**config.mk**
```make
export PLATFORM = sky130hd
export DESIGN_NAME = filter_coeff_reg_bank
export DESIGN_NICKNAME = d
export VERILOG_FILES = /design/src/design/coeff_bank_pkg.sv /design/src/design/coeff_byte_reg.sv /design/src/design/filter_coeff_reg_bank.sv
export SDC_FILE = /design/constraint.sdc
export NUM_CORES = 1
export LEC_CHECK = 0
export ABC_AREA = 1
export BUFFER_PORTS_ARGS = -buffer_cell sky130_fd_sc_hd__clkbuf_2
export CAP_MARGIN = 10
export CORE_MARGIN = 1
export CORE_UTILIZATION = 45
export CTS_CLUSTER_SIZE = 28
export DETAILED_ROUTE_END_ITERATION = 10
export PLACE_DENSITY = 0.73
export SLEW_MARGIN = 20
export SYNTH_ARGS = -nofsm -noshare
export SYNTH_HDL_FRONTEND = slang
export SYNTH_HIERARCHICAL = 1
export SYNTH_SLANG_ARGS = --single-unit
```
**constraint.sdc**
```tcl
create_clock -name clock -period 1.7 [get_ports clock]
set_input_delay 0.34 -clock clock [delete_from_list [all_inputs] [get_ports clock]]
set_output_delay 0.34 -clock clock [all_outputs]
set_load 0.02 [all_outputs]
```
**src/design/coeff_bank_pkg.sv**
```systemverilog
// package: register positions, reset values and widths of the coefficient bank
package coeff_bank_pkg;

  localparam int unsigned ADDR_W = 7;
  localparam int unsigned DATA_W = 8;
  localparam int unsigned COEFF_W = 16;

  // ---------------------------------------------------------------------------
  // register positions on page 1
  // ---------------------------------------------------------------------------
  localparam logic [6:0] RIGHT_DEEMPH_NUM0_HIGH = 7'h2f;
  localparam logic [6:0] RIGHT_DEEMPH_NUM0_LOW  = 7'h30;
  localparam logic [6:0] RIGHT_DEEMPH_NUM1_HIGH = 7'h31;
  localparam logic [6:0] RIGHT_DEEMPH_NUM1_LOW  = 7'h32;
  localparam logic [6:0] RIGHT_DEEMPH_DEN1_HIGH = 7'h33;
  localparam logic [6:0] RIGHT_DEEMPH_DEN1_LOW  = 7'h34;
  localparam logic [6:0] SPATIAL_ATTEN_HIGH     = 7'h35;
  localparam logic [6:0] SPATIAL_ATTEN_LOW      = 7'h36;
  localparam logic [6:0] RESERVED_FIRST         = 7'h37;
  localparam logic [6:0] RESERVED_LAST          = 7'h40;
  localparam logic [6:0] LEFT_HPF_NUM0_HIGH     = 7'h41;
  localparam logic [6:0] LEFT_HPF_NUM0_LOW      = 7'h42;

  // ---------------------------------------------------------------------------
  // reset values
  // ---------------------------------------------------------------------------
  localparam logic [7:0] RST_DEEMPH_NUM0_HIGH = 8'h00;
  localparam logic [7:0] RST_DEEMPH_NUM0_LOW  = 8'h55;
  localparam logic [7:0] RST_DEEMPH_NUM1_HIGH = 8'hf3;
  localparam logic [7:0] RST_DEEMPH_NUM1_LOW  = 8'h2d;
  localparam logic [7:0] RST_DEEMPH_DEN1_HIGH = 8'h53;
  localparam logic [7:0] RST_DEEMPH_DEN1_LOW  = 8'h7e;
  localparam logic [7:0] RST_ATTEN_HIGH       = 8'h7f;
  localparam logic [7:0] RST_ATTEN_LOW        = 8'hff;
  localparam logic [7:0] RST_HPF_NUM0_HIGH    = 8'h39;
  localparam logic [7:0] RST_HPF_NUM0_LOW     = 8'h55;
  localparam logic [7:0] RESERVED_VALUE       = 8'h00;

endpackage : coeff_bank_pkg

```
**src/design/coeff_byte_reg.sv**
```systemverilog
// one 8-bit read/write coefficient byte with its own reset value
`timescale 1ns/1ps
`default_nettype none
module coeff_byte_reg #(
  parameter logic [7:0] RESET_VALUE = 8'h00
) (
  // clock and reset
  input  wire logic       clock,
  input  wire logic       reset,
  // write port
  input  wire logic       write_en,
  input  wire logic [7:0] write_data,
  // stored value
  output logic      [7:0] value
);

  logic [7:0] value_q;

  always_ff @(posedge clock) begin
    if (reset) begin
      value_q <= RESET_VALUE;
    end else if (write_en) begin
      value_q <= write_data;
    end
  end

  assign value = value_q;

endmodule : coeff_byte_reg
`default_nettype wire

```
**src/design/filter_coeff_reg_bank.sv**
```systemverilog
// page 1 coefficient register bank: de-emphasis, spatial attenuation, high-pass
`timescale 1ns/1ps
`default_nettype none

// Function
// - coefficient word is high byte then low byte
// - de-emphasis bytes at positions 47 through 52
// - de-emphasis tap zero low resets to 0x55
// - tap one bytes reset to 0xf3, 0x2d
// - denominator bytes reset to 0x53, 0x7e
// - attenuation pair at 53/54, resets 0x7f/0xff
// - positions 55 to 64 read zero only
// - high-pass tap zero high at 65, 0x39
// - high-pass tap zero low at 66, 0x55
module filter_coeff_reg_bank (
  // clock and reset
  input  wire logic        clock,
  input  wire logic        reset,
  // register access, page 1 already selected by the control bus
  input  wire logic        page_one_sel,
  input  wire logic [6:0]  reg_addr,
  input  wire logic        reg_write,
  input  wire logic [7:0]  reg_wdata,
  output logic      [7:0]  reg_rdata,
  // coefficient words to the filter datapaths
  output logic signed [15:0] right_deemph_numerator_tap_zero,
  output logic signed [15:0] right_deemph_numerator_tap_one,
  output logic signed [15:0] right_deemph_denominator_tap_one,
  output logic signed [15:0] spatial_atten_coeff,
  output logic signed [15:0] left_hpf_numerator_tap_zero
);

  // ---------------------------------------------------------------------------
  // register table
  // ---------------------------------------------------------------------------
  localparam int unsigned NUM_REGS = 10;

  localparam logic [6:0] REG_ADDR [NUM_REGS] = '{
    coeff_bank_pkg::RIGHT_DEEMPH_NUM0_HIGH,
    coeff_bank_pkg::RIGHT_DEEMPH_NUM0_LOW,
    coeff_bank_pkg::RIGHT_DEEMPH_NUM1_HIGH,
    coeff_bank_pkg::RIGHT_DEEMPH_NUM1_LOW,
    coeff_bank_pkg::RIGHT_DEEMPH_DEN1_HIGH,
    coeff_bank_pkg::RIGHT_DEEMPH_DEN1_LOW,
    coeff_bank_pkg::SPATIAL_ATTEN_HIGH,
    coeff_bank_pkg::SPATIAL_ATTEN_LOW,
    coeff_bank_pkg::LEFT_HPF_NUM0_HIGH,
    coeff_bank_pkg::LEFT_HPF_NUM0_LOW
  };

  localparam logic [7:0] REG_RESET [NUM_REGS] = '{
    coeff_bank_pkg::RST_DEEMPH_NUM0_HIGH,
    coeff_bank_pkg::RST_DEEMPH_NUM0_LOW,
    coeff_bank_pkg::RST_DEEMPH_NUM1_HIGH,
    coeff_bank_pkg::RST_DEEMPH_NUM1_LOW,
    coeff_bank_pkg::RST_DEEMPH_DEN1_HIGH,
    coeff_bank_pkg::RST_DEEMPH_DEN1_LOW,
    coeff_bank_pkg::RST_ATTEN_HIGH,
    coeff_bank_pkg::RST_ATTEN_LOW,
    coeff_bank_pkg::RST_HPF_NUM0_HIGH,
    coeff_bank_pkg::RST_HPF_NUM0_LOW
  };

  // which two byte positions pair into each coefficient word
  localparam int unsigned NUM_WORDS = NUM_REGS / 2;

  localparam int unsigned WORD_HIGH [NUM_WORDS] = '{0, 2, 4, 6, 8};
  localparam int unsigned WORD_LOW  [NUM_WORDS] = '{1, 3, 5, 7, 9};

  logic [7:0]          byte_value [NUM_REGS];
  logic [7:0]          rdata_q;
  logic [NUM_REGS-1:0] pos_hit;
  logic [NUM_REGS-1:0] pos_write;
  logic                reserved_hit;
  logic [15:0]         coeff_word [NUM_WORDS];

  // ---------------------------------------------------------------------------
  // position decode
  // ---------------------------------------------------------------------------
  // hit and strobe share one decode so the read and write paths can never
  // disagree about which byte a position names
  for (genvar i = 0; i < NUM_REGS; i++) begin : g_decode
    assign pos_hit[i]   = page_one_sel && (reg_addr == REG_ADDR[i]);
    assign pos_write[i] = pos_hit[i] && reg_write;
  end

  // the span decode only steers reads of the reserved positions to zero
  assign reserved_hit = page_one_sel
                     && (reg_addr >= coeff_bank_pkg::RESERVED_FIRST)
                     && (reg_addr <= coeff_bank_pkg::RESERVED_LAST);

  // ---------------------------------------------------------------------------
  // storage: one byte register per coefficient position, none for the reserved span
  // ---------------------------------------------------------------------------
  for (genvar i = 0; i < NUM_REGS; i++) begin : g_byte
    coeff_byte_reg #(
      .RESET_VALUE (REG_RESET[i])
    ) u_byte (
      .clock      (clock),
      .reset      (reset),
      .write_en   (pos_write[i]),
      .write_data (reg_wdata),
      .value      (byte_value[i])
    );
  end

  // ---------------------------------------------------------------------------
  // read path
  // ---------------------------------------------------------------------------
  // registered so the read data is a flop output; valid the cycle after address.
  // reserved positions have no storage, so a stray host write there is harmless.
  always_ff @(posedge clock) begin
    if (reset) begin
      rdata_q <= coeff_bank_pkg::RESERVED_VALUE;
    end else if (reserved_hit) begin
      rdata_q <= coeff_bank_pkg::RESERVED_VALUE;
    end else begin
      rdata_q <= coeff_bank_pkg::RESERVED_VALUE;
      for (int k = 0; k < NUM_REGS; k++) begin
        if (pos_hit[k]) begin
          rdata_q <= byte_value[k];
        end
      end
    end
  end

  assign reg_rdata = rdata_q;

  // ---------------------------------------------------------------------------
  // coefficient words, high byte in the upper half
  // ---------------------------------------------------------------------------
  // no shadow copy: each byte takes effect alone, so a two-byte update shows
  // a mixed word until the other byte is written; software must tolerate that or mute first
  for (genvar w = 0; w < NUM_WORDS; w++) begin : g_word
    assign coeff_word[w] = {byte_value[WORD_HIGH[w]], byte_value[WORD_LOW[w]]};
  end

  assign right_deemph_numerator_tap_zero  = coeff_word[0];
  assign right_deemph_numerator_tap_one   = coeff_word[1];
  assign right_deemph_denominator_tap_one = coeff_word[2];
  assign spatial_atten_coeff              = coeff_word[3];
  assign left_hpf_numerator_tap_zero      = coeff_word[4];

endmodule : filter_coeff_reg_bank
`default_nettype wire

```
==> impl_metrics.yaml, run 1 <==
grt:
  first_global_vias: 4226
  grt_max_degree: 17
  grt_usage_pct: 27.81
  antenna_found_initial: 0
  grt_pass1_wl_um: 21160
  grt-ovfl-total: 0
route:
  drt_iter0_markers: 220
  wl_met3_um: 937
  met2_wirelength_um: 6300
  top_layer: "met4"
  num_vias: 4571
  ant_nets: 0
  wl_per_cell_um: 14.51
  dr.pass1.iters: 5
  post_drt_via_cell_ratio: 4.947
  routedLengthMet1_um: 5826
  drc: 0
  wl_um: 13410
critical_path:
  critPathMaxFanout: 10
  crit_type: "in2reg"
  critical_path.cell_chain: "clkbuf_2, clkinv_1, buf_4, nor3_1, buf_4, inv_2, nand2_1, nand3_1"
  slowest_delay_ps: 290
  cpMaxStageDelayCell: "nor3_1"
  cp_data_arrival_time_ps: 1620
  cp_top_family: "buffers and inverters"
  worstSetupEndpointType: "register"
  path_common_cell: "buf_4"
  worst-path-buf-inv: 5
  worstPathRequired_ps: 1950
  worstSetupStartpointType: "input pin"
timing:
  final-setup-viol-count: 0
  slew_violations: 0
  fin_tns_setup_ps: 0
  period_minus_slack_ps: 1375
  worst_slack_ps: 325.3
  hold_violations: 0
  rsz0062_at_grt: "false"
  hold_slack_ps: 449.2
  fin_crit_sh_pct: 80.87
  fin_worst_skew_ps: 13.65
  tightest_slew_ps: 368.5
  timing.fmax_mhz: 727.4
  slew_headroom_pct: 75.43
place:
  place_congestion: 0.9425
  dpl_worst_slack_ps: -30.12
  place_inst: 908
  port_buffers: 106
  hpwlAfterDp_um: 10190
clock_tree:
  clkLatencyLatePin_ps: 360
  clk_pin_slew_ps: 100
  cts_resized: 0
  cts-root-buf: "clkbuf_8"
  clkSinkCount: 88
  htree_levels: 3
  cts_buffers: 9
  ctsHoldBuffers: 0
  cts_buffer_depth: 2
  tritoncts: "built"
  cts_setup_buffers: 0
finish:
  seqCellArea_mm2: 0.001762
  multi_input_area_mm2: 0.002069
  nNetsFinal: 809
  layout-drive-gt1-share_pct: 22.77
  fill_cells: 943
  instances_no_fill: 924
  num_antenna_cells: 0
  syn_to_final_growth_pct: 21.69
synthesis:
  synth_cell_type_count: 26
  ys_ff_latch: 88
  avgSynthCellArea_um2: 6.525
  postSynthCellCount: 664
  yosysTopAreaCell: "dfxtp_1"
  syn_nets: 683
  ys_top_cells_by_area: "dfxtp_1 41%, nand2_1 20%, nand3_1 9.5%"
  synth.top_cell.area_share_pct: 40.66
  yosysSeqAreaShare_pct: 40.66
  ys_warn_count: 6
  syn_area_mm2: 0.004333
pwr:
  p_leak_uw: 0.002935
  p_per_area_mw_per_mm2: 739.9
  peakVddDrop_mv: 0.3616
floorplanning:
  die_h_um: 100.1
  pin_count: 107
  rows: 35
  core_mm2: 0.009284
  start_util_pct: 46.67
  dieWidth_um: 100.1
  die_area_mm2: 0.01003
outcome:
  outcome: "completed"
min_path:
  hold_class: "in2reg"
run:
  drv_cap: 0
cell usage in the layout, fill, tap and decap left out, types with 3 or more instances in the layout:
cell type  instances
nand2_1          226
clkbuf_2         106
nor2_1           104
dfxtp_1           88
inv_1             86
nand3_1           82
buf_4             23
clkbuf_8          11
nand4_1            9
nor2_2             8
nand2_2            8
inv_2              7
o211ai_1           7
nor2_4             4
nand2_4            3
nor3_1             3
cell type report:
type / count / share of cell area (%)
Sequential cell: 88 / 33.41
Inverter: 96 / 6.858
Clock buffer: 11 / 2.871
Clock inverter: 5 / 1.210
Tap cell: 129 / 3.061
Multi-Input combinational cell: 466 / 39.25
Timing Repair Buffer: 129 / 13.34
report_power, final:
group	leakage (µW)	switching, µW	internal [µW]
Clock	0.000106	779	770
Sequential	0.000711	5.25	2070
Combinational	0.00212	207	74.0
Total	0.00294	991	2910
worst reg2reg max path, cell delays in order, from the launching register on:
cell     delay (ps)
dfxtp_1         350
nand3_1          90
nand2_1          50
nor2_1          170
nand4_1         110
nand2_1         100
nand3_1          80
nand2_1          60
inv_1            40
cell usage after synthesis, drive strengths merged:
library cell  count
a21oi             2
buf              14
clkinv            3
dfxtp            88
inv              93
nand2           237
nand3            83
nand4            10
nor2            116
nor3              4
nor4              3
nor4b             1
o211ai            7
o21ai             1
o31ai             1
or2               1
path summary, 6_finish.rpt:
path                        startpoint                   endpoint  slack, ps  cells past startpoint
min reg2reg  g_byte[6].u_byte/value[5]  g_byte[6].u_byte/value[5]        490                      2
max                          reg_write  g_byte[6].u_byte/value[3]        330                      8
min                       reg_wdata[7]  g_byte[2].u_byte/value[7]        450                      3
max reg2reg  g_byte[1].u_byte/value[4]               reg_rdata[4]        560                      8
sequential cells by signal, summed over array words and instances, names as in the netlist:
signal	flops
g_byte.u_byte/value	80
reg_rdata	8
cells by family (layout without fill, tap and decap cells):
| group | after synthesis | count (layout) | share of synthesized area, % |
|---|---|---|---|
| buf+inv | 110 | 241 | 11.72 |
| flops | 88 | 88 | 40.66 |
| simple gates | 455 | 455 | 45.88 |
| compound gates | 11 | 11 | 1.733 |
through the flow:
stage | utilization, % | total power, µW | instance area (µm²)
after floorplan | - | 2266 | 4339
after global placement | 54.47 | 2392 | 5057
after detailed placement | 54.47 | 2398 | 5057
after CTS | 56.79 | 3927 | 5273
after global routing | 56.79 | 4044 | 5273
final | 56.79 | 3901 | 5273
per-layer routing:
metal,GRT usage [%],vias to the layer above
li1,-,2289
met1,35.67,2071
met2,46.05,185
met3,4.735,26
met4,12.04,0
met5,0,-
(Power assumes the default switching activity.)
==> run 2, diff against run 1 <==
==> constraint.sdc (replaced) <==
create_clock -name clock -period 1.25 [get_ports clock]
set_input_delay 0.25 -clock clock [delete_from_list [all_inputs] [get_ports clock]]
set_output_delay 0.25 -clock clock [all_outputs]
set_load 0.02 [all_outputs]
==> run 2 against run 1 <==
  * Clock skew is 1.6 ps higher
  * Power increased by 33%
  * Cell count is 4.1% higher
  * Die area stayed put
  * Critical path depth fell by 7
  * Routed wire length up 3.1%
  * Utilization is 7.0 points higher
  * Setup slack worse by 300 ps
  * Critical endpoint is now right_deemph_numerator_tap_zero[12]
==> impl_metrics.yaml, run 2 (same netlist as run 1, synthesis figures left out) <==
pwr:
  clockPowerShare_pct: 35.9
  p_per_area_mw_per_mm2: 876.3
  p_int_uw: 3765
  p_sw_share_pct: 27.49
  p_switching_uw: 1428
  power_frac_comb_pct: 9.9
  peakVddDrop_mv: 0.5911
  p_leak_uw: 0.003227
  seq_power_share_pct: 54.2
critical_path:
  critical_path.cell_chain: "clkbuf_2"
  slowest_delay_ps: 410
  cp_data_arrival_time_ps: 970
  crit_type: "reg2out"
  worstPathRequired_ps: 1000
  cp_top_family: "flip-flops"
  cpMaxStageDelayCell: "dfxtp_1"
  worstSetupEndpointType: "primary output"
  worst-path-buf-inv: 1
  critPathMaxFanout: 3
  worstSetupStartpointType: "register"
clock_tree:
  cts_buffers: 9
  clkLatencyLatePin_ps: 360
  clk_pin_slew_ps: 100
  htree_levels: 3
  clkSinkCount: 88
  tritoncts: "built"
  cts_buffer_depth: 2
  cts-root-buf: "clkbuf_8"
floorplanning:
  core_mm2: 0.009284
  die_area_mm2: 0.01003
  rows: 35
  die_h_um: 100.1
  dieWidth_um: 100.1
  pin_count: 107
  start_util_pct: 46.67
finish:
  num_antenna_cells: 0
  final_cell_mix: "219 x nand2_1, 98 x clkbuf_2, 91 x nor2_1"
  nNetsFinal: 847
  final_area_mm2: 0.005926
  largest_reg_flops: 80
  layout-drive-gt1-share_pct: 31.45
  fill_cells: 887
  final_util_pct: 63.83
  syn_to_final_growth_pct: 36.76
  final_common_cell: "nand2_1"
grt:
  first_global_vias: 4338
  grt_max_degree: 17
  grt_pass1_wl_um: 21750
  grt-ovfl-total: 0
  antenna_found_initial: 0
  grt_usage_pct: 28.22
place:
  dpl_worst_slack_ps: -409.9
  place_congestion: 0.8915
  place_area_mm2: 0.005478
  port_buffers: 106
  hpwlAfterDp_um: 10320
timing:
  timing.fmax_mhz: 818.0
  slew_headroom_pct: 74.95
  period_minus_slack_ps: 1223
  fin_tns_setup_ps: 0
  final-setup-viol-count: 0
  hold_violations: 0
  tightest_slew_ps: 375.7
  fin_crit_sh_pct: 97.80
  rsz0062_at_grt: "true"
  hold_slack_ps: 333.3
  slew_violations: 0
  worst_slack_ps: 27.50
  fin_worst_skew_ps: 15.21
route:
  wl_per_cell_um: 14.36
  ant_nets: 0
  dr.pass1.iters: 5
  drc: 0
  drt_iter0_markers: 277
  wl_um: 13820
  post_drt_via_cell_ratio: 4.933
  num_vias: 4746
outcome:
  outcome: "completed"
min_path:
  hold_class: "in2reg"
run:
  drv_cap: 0
run 2: cell count changes in the layout (fill, tap and decap cells not counted), moves of 4 or more:
cell      before  now
buf_4         23   50
nor2_1       104   91
buf_6          0   10
nor2_4         4   13
clkbuf_2     106   98
dfxtp_1       88   80
dfxtp_2        0    7
nand2_1      226  219
buf_12         0    6
nand3_1       82   76
nand3_2        0    6
nor2_2         8   12
run 2: metal layers:
metal,share of wire (%),vias up,global-route usage (%)
met3,6.0,33,3.621
met2,46,171,45.63
met4,3.2,0,13.15
met1,45,2176,37.48
met5,0,-,0
li1,-,2366,-
run 2: path summary, 6_finish.rpt:
path | to | depth (start not counted) | from | slack (ps)
setup / recovery | right_deemph_numerator_tap_zero[12] | 1 | g_byte[0].u_byte/value[4] | 30
hold / removal | g_byte[8].u_byte/value[5] | 3 | reg_wdata[5] | 330
setup reg to reg | reg_rdata[1] | 8 | g_byte[0].u_byte/value[1] | 60
hold reg to reg | g_byte[7].u_byte/value[3] | 2 | g_byte[7].u_byte/value[3] | 490
run 2: power by group through the flow:
stage | registers [µW] | logic, µW | clock network (µW)
after floorplan | 2890 | 240 | 0
after global placement | 2880 | 464 | 0
after detailed placement | 2880 | 470 | 0
after CTS | 2820 | 473 | 1880
after global routing | 2820 | 559 | 2000
final | 2810 | 514 | 1860
run 2: cell type report:
class	count	area [µm²]	area share, %
Clock buffer	10	137.6	2.323
Inverter	96	376.6	6.356
Clock inverter	6	42.54	0.7179
Tap cell	129	161.4	2.724
Timing Repair Buffer	167	1116	18.83
Sequential cell	88	1774	29.94
Multi-Input combinational cell	466	2317	39.10
run 2: per-stage QoR:
stage          power [µW]  std cells
2_1_floorplan        3131        664
3_3_place_gp         3346        935
3_5_place_dp         3352        935
4_1_cts              5168        952
5_1_grt              5375        962
6_report             5193        962
run 2: what timing repair did:
action	CTS	global route
gates cloned	0	0
hold endpoints to repair	0	0
setup endpoints to repair	9	33
hold buffers	0	0
setup buffers	1	10
resized for setup	3	53
pin swaps	1	17
==> run 3, diff against run 2 <==
--- a/config.mk
+++ b/config.mk
@@ -8,11 +8,12 @@
 export ABC_AREA = 1
 export BUFFER_PORTS_ARGS = -buffer_cell sky130_fd_sc_hd__clkbuf_2
 export CAP_MARGIN = 10
-export CORE_MARGIN = 1
+export CORE_MARGIN = 2
 export CORE_UTILIZATION = 45
 export CTS_CLUSTER_SIZE = 28
 export DETAILED_ROUTE_END_ITERATION = 10
 export PLACE_DENSITY = 0.73
+export REMOVE_ABC_BUFFERS = 1
 export SLEW_MARGIN = 20
 export SYNTH_ARGS = -nofsm -noshare
 export SYNTH_HDL_FRONTEND = slang
==> run 3 against run 2 <==
  * Register-to-register slack got worse by 50 ps
  * Die area increased by 4.0%
  * Clock power about the same
  * Sequential share of layout area up 1.1 points
  * First-iteration DRC count rose by 3.2%
  * Routed wire length rose by 5.0%
==> impl_metrics.yaml, run 3 (same netlist as run 1, synthesis figures left out) <==
finish:
  seqCellArea_mm2: 0.001767
  multi_input_area_mm2: 0.002162
  final_common_cell: "nand2_1"
  syn_to_final_growth_pct: 31.45
  fill_cells: 927
  num_antenna_cells: 0
  final_area_mm2: 0.005695
  nNetsFinal: 845
  layout-drive-gt1-share_pct: 28.76
  instances_no_fill: 960
  largest_reg_flops: 80
  final_cell_mix: "222 x nand2_1, 99 x clkbuf_2, 96 x nor2_1"
critical_path:
  crit_start: "reg_addr[5]"
  r2r-start: "g_byte[0].u_byte/value[5]"
  worstSetupEndpointType: "register"
  cp_data_arrival_time_ps: 1500
  worstSetupStartpointType: "input pin"
  critical_path.cell_chain: "clkbuf_2, nand3_4, buf_4, nor4_1, buf_4, inv_1, nand2_1, nand3_1"
  cpMaxStageDelayCell: "nor4_1"
  slowest_delay_ps: 260
  critPathMaxFanout: 13
  worstPathRequired_ps: 1500
  path_common_cell: "buf_4"
  worst-path-buf-inv: 4
  cp_top_family: "buffers and inverters"
  crit_type: "in2reg"
timing:
  worst_slack_ps: 1.622
  slew_violations: 0
  hold_slack_ps: 367.3
  tightest_slew_ps: 393.1
  slew_headroom_pct: 73.79
  hold_violations: 0
  period_minus_slack_ps: 1248
  timing.fmax_mhz: 801.0
  final-setup-viol-count: 0
  rsz0062_at_grt: "true"
  fin_crit_sh_pct: 99.87
  fin_worst_skew_ps: 7.536
place:
  place_congestion: 0.9379
  place_area_mm2: 0.005216
  place_inst: 930
  dpl_worst_slack_ps: -427.5
  port_buffers: 106
  hpwlAfterDp_um: 10540
pwr:
  finalPower_uw: 5176
  peakVddDrop_mv: 0.5085
  p_leak_uw: 0.003141
  p_per_area_mw_per_mm2: 908.8
clock_tree:
  tritoncts: "built"
  htree_levels: 3
  clkLatencyLatePin_ps: 370
  ctsHoldBuffers: 0
  cts_buffers: 9
  clkSinkCount: 88
  cts_buffer_depth: 2
  clk_pin_slew_ps: 90
  cts-root-buf: "clkbuf_8"
grt:
  grt-ovfl-total: 0
  first_global_vias: 4311
  grt_usage_pct: 27.94
  antenna_found_initial: 0
  grt_max_degree: 17
  grt_pass1_wl_um: 22160
min_path:
  min_from: "reg_wdata[2]"
  hold_class: "in2reg"
floorplanning:
  start_util_pct: 46.67
  die_area_mm2: 0.01043
  die_h_um: 102.1
  rows: 35
  pin_count: 107
  dieWidth_um: 102.1
  core_mm2: 0.009284
run:
  drv_cap: 0
route:
  post_drt_via_cell_ratio: 5.013
  wl_per_cell_um: 15.11
  num_vias: 4812
  drt_iter0_markers: 286
  ant_nets: 0
  dr.pass1.iters: 5
  wl_um: 14510
  drc: 0
outcome:
  outcome: "completed"
run 3: cell count changes in the layout (fill, tap and decap cells not counted), moves of 5 or more:
cell / previous run / this run
nand3_2: 6 / 1
nor2_4: 13 / 6
inv_2: 7 / 2
nor2_1: 91 / 96
buf_12: 6 / 1
nand3_1: 76 / 81
run 3: area by class of cell:
cell class	count	area share [%]
repair buffers	165	18.32
clock inverters	6	0.7469
clock buffers	10	2.417
flip-flops and latches	88	31.02
well taps	129	2.834
inverters	96	6.700
multi-input cells	466	37.96
run 3: power breakdown:
part	internal (µW)	total, µW	switching (µW)
clock network	784	1870	1090
logic	165	491	326
registers	2810	2820	7.07
total	3760	5180	1420
run 3: worst register-to-register path, cell delays in order, from the launching register on:
cell,delay (ps)
dfxtp_1,350
nand3_1,100
nand2_1,60
nor2_2,140
nand4_1,170
nand2_1,150
nand3_1,80
nand2_1,60
inv_1,40
run 3: per-stage QoR:
stage | util, % | setup TNS [ps]
finish | 61.35 | 0
global route | 61.35 | -213.1
CTS | 58.42 | 0
detailed placement | 56.19 | -23960
global placement | 56.19 | -21050
floorplan | - | -39350
run 3: routing by layer:
layer  global-route usage [%]  share of wire (%)  up-vias
met3                    6.019                7.6       24
met4                    8.718                1.9        0
met5                        0                  0        -
met1                    37.55                 44     2240
met2                    45.09                 47      186
li1                         -                  -     2362
run 3: final timing paths:
check / to / slack, ps / cells past startpoint
worst max-delay path: g_byte[1].u_byte/value[0] / 2 / 8
worst min-delay path: g_byte[7].u_byte/value[2] / 370 / 3
worst max register to register: reg_rdata[5] / 10 / 8
worst min register to register: g_byte[2].u_byte/value[4] / 490 / 2
run 3: timing repair:
| item | in CTS | in global routing |
|---|---|---|
| setup endpoints to repair | 5 | 41 |
| cloned | 0 | 2 |
| setup buffers | 1 | 11 |
| pin swaps | 3 | 20 |
| gates resized for setup | 6 | 56 |
